--- config.mk ---
export PLATFORM = sky130hd
export DESIGN_NAME = amtc_core
export DESIGN_NICKNAME = d
export VERILOG_FILES = /design/src/common/amtc_pkg.sv /design/src/hw/amtc_core.sv
export SDC_FILE = /design/constraint.sdc
export NUM_CORES = 1
export LEC_CHECK = 0
export BUFFER_PORTS_ARGS = -buffer_cell sky130_fd_sc_hd__buf_2
export CORE_UTILIZATION = 62
export CTS_CLUSTER_DIAMETER = 40
export CTS_CLUSTER_SIZE = 28
export DETAILED_ROUTE_END_ITERATION = 8
export GPL_ROUTABILITY_DRIVEN = 0
export MAX_ROUTING_LAYER = met4
export PLACE_DENSITY_LB_ADDON = 0.05
export SYNTH_ARGS = -nofsm -noshare
export SYNTH_HDL_FRONTEND = slang
export SYNTH_SLANG_ARGS = --single-unit
--- constraint.sdc ---
create_clock -name clk -period 23.3 [get_ports clk]
set_input_delay 3.495 -clock clk [delete_from_list [all_inputs] [get_ports clk]]
set_output_delay 3.495 -clock clk [all_outputs]
set_load 0.1 [all_outputs]
--- src/common/amtc_pkg.sv ---
// Package for the asynchronous memory timing and configuration block.
// Assumes a 32-bit APB register bus and four chip-select spaces.
package amtc_pkg;

    // Register byte offsets
    localparam logic [7:0] AMTC_OFF_WAIT_CFG   = 8'h04;
    localparam logic [7:0] AMTC_OFF_SPACE_BASE = 8'h10;  // Space n at base + 4n
    localparam logic [7:0] AMTC_OFF_INT_STATUS = 8'h40;
    localparam logic [7:0] AMTC_OFF_INT_MASK   = 8'h44;
    localparam logic [7:0] AMTC_OFF_ACC_STATUS = 8'h48;

    // Reset values
    localparam logic [31:0] AMTC_RST_WAIT_CFG  = 32'hF0E4_0080;
    localparam logic [31:0] AMTC_RST_SPACE_CFG = 32'h3FFF_FFFC;
    localparam logic [31:0] AMTC_RST_INT       = 32'h0000_0000;

    // Writable bits; reserved bits read back as zero
    localparam logic [31:0] AMTC_WAIT_CFG_WMASK = 32'hF0FF_00FF;
    localparam logic [31:0] AMTC_INT_BITS       = 32'h0000_003D;

    // Interrupt field positions
    localparam int AMTC_INT_TIMEOUT_BIT = 0;
    localparam int AMTC_INT_RISE_LSB    = 2;

    // Extension granularity in controller clock cycles
    localparam int AMTC_EXT_WAIT_UNIT = 16;

    // Data bus width codes
    localparam logic [1:0] AMTC_WIDTH_8  = 2'h0;
    localparam logic [1:0] AMTC_WIDTH_16 = 2'h1;

    typedef struct packed {
        logic       strobe_select;      // 1 = strobe-on-select
        logic       ext_wait_enable;
        logic [3:0] w_setup;
        logic [5:0] w_strobe;
        logic [2:0] w_hold;
        logic [3:0] r_setup;
        logic [5:0] r_strobe;
        logic [2:0] r_hold;
        logic [1:0] turnaround_cycles;
        logic [1:0] data_bus_width;
    } amtc_space_cfg_s;

    typedef struct packed {
        logic [3:0]      wait_polarity;      // Bit n for wait input n
        logic [3:0]      rsvd_hi;
        logic [3:0][1:0] wait_input_map;     // Entry n maps space n; entry 2 is the space 2 field
        logic [7:0]      rsvd_lo;
        logic [7:0]      max_ext_wait_count;
    } amtc_wait_cfg_s;

    typedef enum logic [1:0] {
        AMTC_IDLE,
        AMTC_SETUP,
        AMTC_STROBE,
        AMTC_HOLD
    } amtc_state_e;

endpackage

--- src/hw/amtc_core.sv ---
// Timing and mode engine for four asynchronous memory chip-select spaces.
// Assumes an APB master on clk, a same-clock access requester, and
// ext_wait_input pins that are asynchronous to clk.
//
// Notes on behaviour
// Space 2 map field picks one of four wait inputs, default input 2.
// Extension lasts at most (max count + 1) x 16 cycles, then hold starts.
// Four independent space configuration registers, one per chip select.
// Configuration written before a transfer applies to every later transfer.
// Bit 31 picks normal or strobe-on-select mode per space.
// Bit 30 enables wait-input extension; cleared means no extension.
// Write setup, strobe and hold each last field plus one cycles.
// Read setup, strobe and hold each last field plus one cycles.
// At least turnaround plus one idle cycles between two accesses.
// No turnaround for same direction to the same space.
// Width field: 0 gives 8-bit, 1 gives 16-bit, others reserved.
// Software keeps extension disabled for NAND spaces.
// Software keeps both strobe fields nonzero when extension is enabled.
// Software keeps extension disabled where no wait input exists.
// Per-input polarity: 0 waits while low, 1 waits while high.
// Timeout flag set when wait input stays active past the maximum.
// Access runs setup, strobe, hold; active wait prolongs strobe.
`timescale 1ns/1ps
`default_nettype none

module amtc_core
    import amtc_pkg::*;
#(
    parameter int NUM_SPACES = 4,
    parameter int NUM_WAIT   = 4
)(
    input  wire logic                  clk,            // Controller clock, 125 MHz
    input  wire logic                  rst,            // Async reset, active high
    input  wire logic                  ce,             // Clock enable, freezes state when low
    // APB slave
    input  wire logic                  psel,           // Slave select
    input  wire logic                  penable,        // Access phase
    input  wire logic                  pwrite,         // Write direction
    input  wire logic [7:0]            paddr,          // Byte address
    input  wire logic [31:0]           pwdata,         // Write data
    output logic                       pready,         // Transfer complete
    output logic [31:0]                prdata,         // Read data
    output logic                       pslverr,        // Unmapped address
    // Access request, same clock
    input  wire logic                  req_valid,      // Access requested
    input  wire logic                  req_write,      // 1 = write access
    input  wire logic [1:0]            req_space,      // Chip-select space
    output logic                       req_ready,      // Request taken this cycle
    output logic                       acc_done,       // Pulse at end of hold
    // Memory pins
    input  wire logic [NUM_WAIT-1:0]   ext_wait_input, // Wait pins, asynchronous
    output logic [NUM_SPACES-1:0]      mem_cs_n,       // Chip selects, active low
    output logic                       mem_oe_n,       // Read strobe, active low
    output logic                       mem_we_n,       // Write strobe, active low
    output logic                       mem_wide,       // 16-bit data bus in use
    output logic                       irq             // Level interrupt
);
    // Register state
    amtc_wait_cfg_s                     wait_cfg;
    amtc_space_cfg_s [NUM_SPACES-1:0]   space_cfg;
    logic [31:0]                        int_status;
    logic [31:0]                        int_mask;
    logic [31:0]                        rd_data;
    logic                               rd_err;
    amtc_wait_cfg_s                     next_wait_cfg;
    amtc_space_cfg_s [NUM_SPACES-1:0]   next_space_cfg;
    logic [31:0]                        next_int_status;
    logic [31:0]                        next_int_mask;
    logic [31:0]                        next_rd_data;
    logic                               next_rd_err;
    // Wait input synchronisers
    logic [NUM_WAIT-1:0]                wait_meta;
    logic [NUM_WAIT-1:0]                wait_sync;
    logic [NUM_WAIT-1:0]                wait_prev;
    logic [NUM_WAIT-1:0]                wait_rise;
    // Access engine state
    amtc_state_e                        state;
    amtc_space_cfg_s                    acc_cfg;
    logic [1:0]                         acc_space;
    logic                               acc_write;
    logic [5:0]                         phase_cnt;
    logic [12:0]                        ext_cnt;
    logic [2:0]                         gap_cnt;
    logic                               have_last;
    logic                               timeout_evt;
    logic                               done;
    logic [NUM_SPACES-1:0]              cs_n;
    logic                               oe_n;
    logic                               we_n;
    logic                               wide;
    amtc_state_e                        next_state;
    amtc_space_cfg_s                    next_acc_cfg;
    logic [1:0]                         next_acc_space;
    logic                               next_acc_write;
    logic [5:0]                         next_phase_cnt;
    logic [12:0]                        next_ext_cnt;
    logic [2:0]                         next_gap_cnt;
    logic                               next_have_last;
    logic                               next_timeout_evt;
    logic                               next_done;
    logic [NUM_SPACES-1:0]              next_cs_n;
    logic                               next_oe_n;
    logic                               next_we_n;
    logic                               next_wide;
    // Combinational helpers
    logic                               wr_en;
    logic                               setup_phase;
    logic                               gap_ok;
    logic [1:0]                         wait_sel;
    logic                               wait_active;
    logic [12:0]                        ext_limit;
    logic [7:0]                         space_off;
    logic [NUM_SPACES-1:0]              space_hit;
    // Answer in the first access-phase cycle; stalls only while ce is low
    assign pready      = psel & penable & ce;
    assign prdata      = rd_data;
    assign pslverr     = rd_err & pready;
    assign wr_en       = psel & penable & pwrite & ce;
    assign setup_phase = psel & ~penable;
    assign irq         = |(int_status & int_mask);
    assign acc_done    = done;
    assign mem_cs_n    = cs_n;
    assign mem_oe_n    = oe_n;
    assign mem_we_n    = we_n;
    assign mem_wide    = wide;

    // Address decode of the space registers
    assign space_off = paddr - AMTC_OFF_SPACE_BASE;
    generate
        for (genvar s = 0; s < NUM_SPACES; s++)
        begin : g_hit
            assign space_hit[s] = (paddr >= AMTC_OFF_SPACE_BASE) && (space_off == 8'(4 * s));
        end
    endgenerate
    // Edge detect reads only the second and third stages, never the first
    assign wait_rise = wait_sync & ~wait_prev;
    // Wait input chosen by the map entry of the active space
    assign wait_sel    = wait_cfg.wait_input_map[acc_space];
    assign wait_active = (wait_sync[wait_sel] == wait_cfg.wait_polarity[wait_sel]);
    assign ext_limit   = {({1'b0, wait_cfg.max_ext_wait_count} + 9'h001), 4'h0};

    // Turnaround satisfied unless direction or space changes
    assign gap_ok = ~have_last
                  | ((req_write == acc_write) && (req_space == acc_space))
                  | (gap_cnt >= {1'b0, acc_cfg.turnaround_cycles});
    assign req_ready = ce & (state == AMTC_IDLE) & gap_ok;

    // Register next values: APB writes, sticky events and read capture
    always_comb
    begin
        next_wait_cfg   = wait_cfg;
        next_space_cfg  = space_cfg;
        next_int_status = int_status;
        next_int_mask   = int_mask;
        next_rd_data    = rd_data;
        next_rd_err     = rd_err;
        if (wr_en)
        begin
            if (paddr == AMTC_OFF_WAIT_CFG)
                next_wait_cfg = pwdata & AMTC_WAIT_CFG_WMASK;
            for (int s = 0; s < NUM_SPACES; s++)
            begin
                if (space_hit[s])
                    next_space_cfg[s] = pwdata;
            end
            if (paddr == AMTC_OFF_INT_STATUS)
            begin
                // Write one clears status and the matching mask bit
                next_int_status = int_status & ~(pwdata & AMTC_INT_BITS);
                next_int_mask   = int_mask & ~(pwdata & AMTC_INT_BITS);
            end
            if (paddr == AMTC_OFF_INT_MASK)
                next_int_mask = pwdata & AMTC_INT_BITS;
        end
        // Set after clear so an event in the clearing cycle survives
        next_int_status[AMTC_INT_RISE_LSB +: NUM_WAIT] =
            next_int_status[AMTC_INT_RISE_LSB +: NUM_WAIT] | wait_rise;
        if (timeout_evt)
            next_int_status[AMTC_INT_TIMEOUT_BIT] = 1'b1;
        // Read data is captured in the setup cycle
        if (setup_phase)
        begin
            next_rd_err  = 1'b0;
            next_rd_data = 32'h0000_0000;
            if (paddr == AMTC_OFF_WAIT_CFG)
                next_rd_data = wait_cfg;
            else if (paddr == AMTC_OFF_INT_STATUS)
                next_rd_data = int_status;
            else if (paddr == AMTC_OFF_INT_MASK)
                next_rd_data = int_mask;
            else if (paddr == AMTC_OFF_ACC_STATUS)
                next_rd_data = {28'h000_0000, acc_space, acc_write, state != AMTC_IDLE};
            else if (|space_hit)
                next_rd_data = space_cfg[space_off[3:2]];  // Hit means aligned and in range
            else
                next_rd_err = 1'b1;
        end
    end

    always_ff @(posedge clk or posedge rst)
    begin
        if (rst)
        begin
            wait_cfg   <= AMTC_RST_WAIT_CFG;
            space_cfg  <= {NUM_SPACES{AMTC_RST_SPACE_CFG}};
            int_status <= AMTC_RST_INT;
            int_mask   <= AMTC_RST_INT;
            rd_data    <= 32'h0000_0000;
            rd_err     <= 1'b0;
        end
        else if (ce)
        begin
            wait_cfg   <= next_wait_cfg;
            space_cfg  <= next_space_cfg;
            int_status <= next_int_status;
            int_mask   <= next_int_mask;
            rd_data    <= next_rd_data;
            rd_err     <= next_rd_err;
        end
    end

    // Two-flop synchroniser plus one stage for edge detection
    always_ff @(posedge clk or posedge rst)
    begin
        if (rst)
        begin
            wait_meta <= '0;
            wait_sync <= '0;
            wait_prev <= '0;
        end
        else if (ce)
        begin
            wait_meta <= ext_wait_input;
            wait_sync <= wait_meta;
            wait_prev <= wait_sync;
        end
    end
    // Access sequencer: idle, setup, strobe with optional extension, hold
    always_comb
    begin
        next_state       = state;
        next_acc_cfg     = acc_cfg;
        next_acc_space   = acc_space;
        next_acc_write   = acc_write;
        next_phase_cnt   = phase_cnt;
        next_ext_cnt     = ext_cnt;
        next_gap_cnt     = gap_cnt;
        next_have_last   = have_last;
        next_timeout_evt = 1'b0;
        next_done        = 1'b0;
        case (state)
            AMTC_IDLE:
            begin
                if (gap_cnt != 3'h7)
                    next_gap_cnt = gap_cnt + 3'h1;
                if (req_valid && req_ready)
                begin
                    // Snapshot so the latest written settings govern this access
                    next_acc_cfg   = space_cfg[req_space];
                    next_acc_space = req_space;
                    next_acc_write = req_write;
                    next_phase_cnt = req_write ? {2'h0, space_cfg[req_space].w_setup}
                                               : {2'h0, space_cfg[req_space].r_setup};
                    next_state     = AMTC_SETUP;
                end
            end
            AMTC_SETUP:
            begin
                if (phase_cnt == 6'h00)
                begin
                    next_phase_cnt = acc_write ? acc_cfg.w_strobe : acc_cfg.r_strobe;
                    next_ext_cnt   = 13'h0000;
                    next_state     = AMTC_STROBE;
                end
                else
                    next_phase_cnt = phase_cnt - 6'h01;
            end
            AMTC_STROBE:
            begin
                if (phase_cnt != 6'h00)
                    next_phase_cnt = phase_cnt - 6'h01;
                else if (acc_cfg.ext_wait_enable && wait_active && (ext_cnt < ext_limit))
                    next_ext_cnt = ext_cnt + 13'h0001;
                else
                begin
                    // Still active at the limit: give up and flag it
                    next_timeout_evt = acc_cfg.ext_wait_enable & wait_active;
                    next_phase_cnt   = acc_write ? {3'h0, acc_cfg.w_hold} : {3'h0, acc_cfg.r_hold};
                    next_state       = AMTC_HOLD;
                end
            end
            AMTC_HOLD:
            begin
                if (phase_cnt == 6'h00)
                begin
                    next_done      = 1'b1;
                    next_gap_cnt   = 3'h0;
                    next_have_last = 1'b1;
                    next_state     = AMTC_IDLE;
                end
                else
                    next_phase_cnt = phase_cnt - 6'h01;
            end
            default:
                next_state = AMTC_IDLE;
        endcase
    end
    // Pin levels follow the next state so they stay registered
    always_comb
    begin
        next_cs_n = {NUM_SPACES{1'b1}};
        next_oe_n = 1'b1;
        next_we_n = 1'b1;
        next_wide = (next_acc_cfg.data_bus_width == AMTC_WIDTH_16);
        if (next_state != AMTC_IDLE)
        begin
            // Strobe-on-select asserts the select only while strobing
            if (!next_acc_cfg.strobe_select || next_state == AMTC_STROBE)
                next_cs_n[next_acc_space] = 1'b0;
            if (next_state == AMTC_STROBE)
            begin
                next_we_n = ~next_acc_write;
                next_oe_n = next_acc_write;
            end
        end
    end
    always_ff @(posedge clk or posedge rst)
    begin
        if (rst)
        begin
            state       <= AMTC_IDLE;
            acc_cfg     <= AMTC_RST_SPACE_CFG;
            acc_space   <= 2'h0;
            acc_write   <= 1'b0;
            phase_cnt   <= 6'h00;
            ext_cnt     <= 13'h0000;
            gap_cnt     <= 3'h0;
            have_last   <= 1'b0;
            timeout_evt <= 1'b0;
            done        <= 1'b0;
            cs_n        <= {NUM_SPACES{1'b1}};
            oe_n        <= 1'b1;
            we_n        <= 1'b1;
            wide        <= 1'b0;
        end
        else if (ce)
        begin
            state       <= next_state;
            acc_cfg     <= next_acc_cfg;
            acc_space   <= next_acc_space;
            acc_write   <= next_acc_write;
            phase_cnt   <= next_phase_cnt;
            ext_cnt     <= next_ext_cnt;
            gap_cnt     <= next_gap_cnt;
            have_last   <= next_have_last;
            timeout_evt <= next_timeout_evt;
            done        <= next_done;
            cs_n        <= next_cs_n;
            oe_n        <= next_oe_n;
            we_n        <= next_we_n;
            wide        <= next_wide;
        end
    end

endmodule

`default_nettype wire

* After elaboration in Yosys (flattened, before gate mapping)
Cells that the tools add are included.
** Word-level totals
- Input port bits :: 54
- Register bits :: 326
** Cells by class
- Reduce and logical (&&, ||, !) cells :: 38
- Magnitude comparators :: 9
- Bitwise gates (word level) :: 22
- Muxes and demuxes :: 66
- $add $sub $neg :: 5
- Equality and inequality tests :: 24
** Operators by type and width (number)
- 32-bit two-way mux :: 11
- 32-bit binary-select mux with 2-bit select :: 2
- 32-bit AND :: 3
- 6-bit two-way mux :: 8
- 13-bit two-way mux :: 3
- 6-bit inverter with 32-bit output :: 1
- 32-bit OR reduction :: 1
- 3-bit AND reduction :: 10
- 13-bit case mux with 2 select lines :: 1
- 8-bit by 7-bit == test with 1-bit output, second input constant :: 3
- 6-bit case mux with 4 select lines :: 1
- 1-bit two-way mux :: 20
- 8-bit by 3-bit == test with 1-bit output, second input constant :: 2
- 8-bit by 4-bit == test with 1-bit output, second input constant :: 2
- 2-bit two-way mux :: 8
- 2-bit by 3-bit less-than comparator with 1-bit output, second input constant :: 5
- 2-bit nonzero test :: 7
- 13-bit by 1-bit adder with 13-bit output, second input constant :: 1
- 13-bit less-than comparator :: 1
- 4-bit two-way mux :: 3
- 2-bit != test, second input constant :: 5
- 8-bit by 1-bit adder with 9-bit output, second input constant :: 1
- 1-bit AND :: 9
- 1-bit logical AND :: 9
- other kinds (33) :: 47

* Depth between registers and ports, before layout
Gate-level depths: netlist of the first run.
- Word-level depth :: 15
- Mapped depth :: 12
- Gate-level depth less buffers :: 10

* Worst setup path before layout of the first run
OpenSTA, ideal clock, no wires.
- Path type :: input-to-output
- Start :: in ce
- End :: out req_ready
- Required time :: 19.805 ns
- Data arrival time :: 6.342 ns
- Stages on the path :: 4
- Setup slack :: 13.463 ns
- Cell sequence :: clkbuf_1 inv_1 clkbuf_1 a211oi_1
** On the way
- Longest elaborated chain between the ends :: 2
** Ends and longest elaborated chain
- from (decl) :: line amtc_core.sv:34 : input wire logic ce,
- 1-bit AND (2 in a row) :: line amtc_core.sv:146 : assign req_ready = ce & (state == AMTC_IDLE) & gap_ok;
- to (decl) :: line amtc_core.sv:48 : output logic req_ready,
Every way passes these cells.

* Worst setup path after layout of the first run
Same ends and word-level chain as after synthesis.

==> results.yml, run 1 <==
placement:
  dp_hpwl_um: 20300
  io_buffer_count: 97
  dp_slack_ns: 14.56
cts:
  tritoncts: "done"
  clock_sinks: 264
  ctsResizeCount: 0
  hold_buffers: 0
  cts_buffer_depth: 3
  post_cts_buffers: 0
  cts_root_buf: "clkbuf_16"
  cts.clk_slew.worst_paths_ns: 0.06
  cts_made_buffers: 39
  clock_latency_ns: 0.52
  h-tree-depth: 2
timing:
  max_slew.worst_pin.slew_ns: 1.21
  hold_viol_final: 0
  clock.fmax_mhz: 114
  timing.final.crit_share_pct: 37.5
  rsz0062_at_grt: "no"
  layout_min_cycle_time_ns: 8.73
  finClkSkew_ns: 0.0229
  slew_violations: 0
  fin_ws_ns: 14.57
  fin_tns_setup_ns: 0
  slew_headroom_pct: 19.3
  hold_ws_ns: 0.436
  setup_violations: 0
synthesis:
  post_synth_num_cell_types: 76
  yosys-top-cells-count: "mux2_2 (189), dfstp_2 (147), dfrtp_1 (117)"
  synthSimpleGateAreaFrac_pct: 6.46
  netlist_instances: 982
  ys_warn_count: 0
  synth_nets: 1055
  ys_ff_latch: 264
  synth_top_flop_cell: "dfstp_2"
  synth_top_family_by_area: "multiplexers"
  avgSynthCellArea_um2: 13.7
  synth_xor_area_share_pct: 0.914
  syn_area_um2: 13400
  synth-edff-count: 0
  synth_area_leaders: "dfstp_2 (29%), dfrtp_1 (22%), mux2_2 (16%)"
  yosysSeqAreaShare_pct: 50.6
  synth_fa_ha_area_share_pct: 1.77
  async_reset_ff_share_pct: 100
  synth_top_area_share_pct: 28.8
  synth_compound_area_share_pct: 9.44
  yosysMostFrequentCell: "mux2_2"
  yosys-mux-area-fraction_pct: 28.1
  synth_top_area_cell: "dfstp_2"
setup_path:
  crit_path_max_fanout: 39
  worstSetupPathType: "in -> out"
  worstReg2RegEnd: "ext_cnt[12]"
  endpoint_kind: "output pin"
  endpoint: "req_ready"
  rrSetupSlack_ns: 19.75
  start_kind: "input pin"
  worstPathArrival_ns: 5.24
  worstRegToRegCells: 10
  critPathLaunch: "ce"
  required_ns: 19.81
  r2r_start: "wait_cfg[1]"
job:
  cap_violations: 0
finish:
  ff_latch_area_um2: 6790
  postLayoutCoreUtil_pct: 73.0
  drive_gt1_share_pct: 54.5
  fillCellCount: 1434
  multi_input_area_um2: 6290
  area_delta_synth_final_pct: 14.8
  nets: 1144
floorplan:
  boundaryPins: 98
  dieWidth_um: 149
  rows: 53
  core-area_um2: 21100
  dieHeight_um: 149
  start_util_pct: 63.6
  die_area_um2: 22200
routing:
  wl_per_cell_um: 23.1
  highest_layer: "met4"
  firstDrtPassIters: 5
  vias: 8879
  drt_iter0_drc: 595
  drt-total-wl_um: 31700
  wirelength_met1_um: 13500
  vias_per_cell: 6.45
  ant_nets: 0
  wl_met3_um: 2110
  dr_wl_met2_um: 15500
  drc: 0
grt:
  grt_max_degree: 118
  grt_pass1_wl_um: 50600
  antenna_found_initial: 1
  overflow: 0
  grt_use_total_pct: 31.1
  first_global_vias: 9102
pwr:
  peakVddDrop_mv: 0.0639
  p_per_area_nw_per_um2: 87.3
  p_leak_nw: 6.65
  finalPower_mw: 1.34
outcome:
  run_status: "finished clean"
worst_hold_path:
  hold_path_class: "reg -> reg"
[cells by family (layout without fill, tap and decap cells)]
kind of cell,Yosys count,after routing
muxes,270,270
DFF,264,264
AOI/OAI and AO/OA,168,168
and+or+nand+nor,163,163
buffers and inverters,84,202
adders and majority gates,19,19
xor gates and xnor gates,14,14
other,0,1
[worst min path at each step]
stage                      start            end  cells after the start
floorplan           wait_prev[0]  int_status[2]                      1
global placement    wait_prev[0]  int_status[2]                      1
detailed placement  wait_prev[3]  int_status[5]                      1
CTS                 wait_prev[3]  int_status[5]                      1
global route        wait_prev[3]  int_status[5]                      1
finish              wait_prev[3]  int_status[5]                      1
[metrics by stage]
| stage | area (um2) | cells |
|---|---|---|
| after global routing | 15400 | 1376 |
| after detailed placement | 14100 | 1305 |
| final | 15400 | 1376 |
| after CTS | 15400 | 1375 |
| after floorplan | 13400 | 982 |
| after global placement | 14100 | 1305 |
[area by class of cell]
class | count | area share [%]
antenna | 1 | 0.0163
clock buffer | 46 | 6.92
clock inverter | 24 | 1.49
inverter | 21 | 0.561
multi-input combinational | 634 | 40.8
sequential | 264 | 44.1
tap | 275 | 2.24
timing repair buffer | 111 | 3.84
[placed cells by master (no fill, tap or decap), types with 13 or more instances in the layout]
master     synthesis  routed
buf_4              4      14
clkbuf_16          0      41
nand2_1           59      59
ha_1              19      19
a22oi_1           15      15
and3_1            13      13
a21oi_1           15      14
mux2_2           189     189
inv_1             20      19
o21ai_0           36      36
dfrtp_1          117     117
a22o_1            32      32
mux2i_1           15      15
buf_2             22      97
nor2_1            21      21
mux4_2            66      66
dfstp_2          147     147
[registers in the layout, indices dropped and copies added (netlist names), 4 cells and up]
| register | count |
|---|---|
| acc_cfg | 24 |
| wait_prev | 4 |
| ext_cnt | 13 |
| mem_cs_n | 4 |
| phase_cnt | 6 |
| int_status | 5 |
| int_mask | 5 |
| wait_sync | 4 |
| space_cfg | 128 |
| wait_cfg | 20 |
| wait_meta | 4 |
| prdata | 32 |
[metal layers]
metal | track usage (%) | vias up
met4 | 7.70 | 0
met3 | 6.21 | 49
li1 | - | 3948
met2 | 49.2 | 271
met1 | 41.6 | 4611
met5 | - | -
[worst max-delay path, cell delays in order]
cell,delay (ns)
buf_2,0.51
inv_1,0.39
a211oi_1,0.35
buf_2,0.48
[where the power goes]
| part | internal, mW | total, mW | switching [mW] | leakage, nW |
|---|---|---|---|---|
| Clock | 0.346 | 0.573 | 0.227 | 0.626 |
| Combinational | 0.0846 | 0.249 | 0.165 | 2.95 |
| Sequential | 0.491 | 0.521 | 0.0300 | 3.08 |
| Total | 0.922 | 1.34 | 0.421 | 6.65 |
(Power assumes the default switching activity.)
==> inputs of run 2 (changes only) <==
- CORE_UTILIZATION: 62 -> 61
- clock period: 23.3 -> 8.7 ns (I/O delays scaled with it)
==> run 2 against run 1 <==
Register-to-register slack worse by 15 ns. Hold slack improved by 0.0023 ns. Core utilization decreased by 0.39 points. Clock-buffer cell count fell by 3. Worst setup slack got worse by 10 ns. Flip-flop and latch count unchanged. Wire length is 1.2% higher. Cell count is 0.29% lower. Design area grew 0.41%. Via count shrank 0.54%. Largest cell class unchanged.
==> results.yml, run 2 (synthesis results as in run 1) <==
setup_path:
  worstPathArrival_ns: 3.10
  worstReg2RegEnd: "ext_cnt[12]"
  critPathBufInv: 3
  crit_cells: 4
  slowest_stage: "buf_2"
  critPathLaunch: "ce"
  crit_path_max_incr_delay_ns: 0.55
  rrSetupSlack_ns: 5.22
  crit_chain: "buf_2 -> inv_1 -> a211oi_1 -> buf_2"
  required_ns: 7.39
  crit_path_max_fanout: 39
  worstRegToRegCells: 10
  cp_top_family: "buffers and inverters"
  worstSetupPathType: "in -> out"
  start_kind: "input pin"
  endpoint: "req_ready"
  r2r_start: "wait_cfg[3]"
  endpoint_kind: "output pin"
  cpMostUsedCell: "buf_2"
cts:
  clock_latency_ns: 0.52
  hold_buffers: 0
  ctsResizeCount: 0
  h-tree-depth: 2
  cts_buffer_depth: 3
  post_cts_buffers: 0
  cts_made_buffers: 38
  cts.clk_slew.worst_paths_ns: 0.06
  cts_root_buf: "clkbuf_16"
  clock_sinks: 264
  tritoncts: "done"
routing:
  drt_iter0_drc: 560
  ant_nets: 0
  drc: 0
  wl_per_cell_um: 23.4
  firstDrtPassIters: 5
  vias: 8831
  drt-total-wl_um: 32100
  vias_per_cell: 6.44
outcome:
  run_status: "finished clean"
grt:
  first_global_vias: 8873
  grt_pass1_wl_um: 50800
  overflow: 0
  grt_use_total_pct: 30.9
  grt_max_degree: 175
  antenna_found_initial: 0
pwr:
  p_leak_nw: 6.68
  p_per_area_nw_per_um2: 240
  peakVddDrop_mv: 0.149
  finalPower_mw: 3.72
placement:
  io_buffer_count: 97
  dp_hpwl_um: 20300
  postPlaceCellArea_um2: 14100
timing:
  timing.final.crit_share_pct: 50.7
  max_slew.worst_pin.slew_ns: 1.17
  finClkSkew_ns: 0.0279
  slew_headroom_pct: 21.6
  layout_min_cycle_time_ns: 4.41
  slew_violations: 0
  fin_tns_setup_ns: 0
  rsz0062_at_grt: "no"
  hold_viol_final: 0
  setup_violations: 0
  clock.fmax_mhz: 227
finish:
  diodes: 0
  fin_area_um2: 15500
  top_register: "space_cfg"
  area_delta_synth_final_pct: 15.2
  largest_register_ffs: 128
  final_common_cell: "mux2_2"
  nets: 1141
  drive_gt1_share_pct: 54.3
  most-common-layout-cells: "mux2_2 (189), dfstp_2 (147), dfrtp_1 (117), buf_2 (97), mux4_2 (66)"
floorplan:
  dieWidth_um: 150
  die_area_um2: 22600
  rows: 53
  start_util_pct: 63.0
  dieHeight_um: 150
  core-area_um2: 21300
  boundaryPins: 98
job:
  cap_violations: 0
worst_hold_path:
  hold_path_class: "reg -> reg"
==> run 2: cell count changes in the layout (fill, tap and decap cells not counted), sizes merged <==
cell	delta
clkinv	-8
clkinvlp	+1
clkbuf	-3
inv	+3
bufinv	+6
diode	-1
buf	-2
==> run 2: power by group <==
| part | internal [mW] | switching, mW | total [mW] |
|---|---|---|---|
| sequential | 1.32 | 0.0911 | 1.41 |
| combinational | 0.223 | 0.438 | 0.661 |
| clock | 1.05 | 0.601 | 1.65 |
| total | 2.59 | 1.13 | 3.72 |
==> run 2: stage by stage <==
step                setup slack (ns)  std cells  hold slack, ns  utilization (%)
floorplan                      0.370        982           0.416                -
global placement                4.35       1303           0.425             66.2
detailed placement              4.33       1303           0.429             66.2
CTS                             4.31       1372           0.439             72.6
global route                    4.18       1372           0.450             72.6
finish                          4.29       1372           0.438             72.6
==> run 2: metal layers <==
layer,track usage (%),share of wire [%]
met5,-,0
met1,43.2,45
met4,10.5,2.9
met2,46.5,47
met3,4.85,5.0
==> run 2: how the worst min path moves through the flow <==
stage | startpoint | end | slack, ns | cells after the start
finish | wait_prev[0] | int_status[2] | 0.44 | 1
global route | wait_prev[1] | int_status[3] | 0.45 | 1
CTS | wait_prev[0] | int_status[2] | 0.44 | 1
detailed placement | wait_prev[1] | int_status[3] | 0.43 | 1
global placement | wait_prev[3] | int_status[5] | 0.42 | 1
floorplan | wait_prev[0] | int_status[2] | 0.42 | 1
==> run 2: area by class of cell <==
cell class	count	area, um2
fillers	1423	5830
clock buffers	43	991
flip-flops and latches	264	6790
multi-input cells	634	6290
well taps	275	344
inverters	21	86.3
repair buffers	109	588
clock inverters	26	370
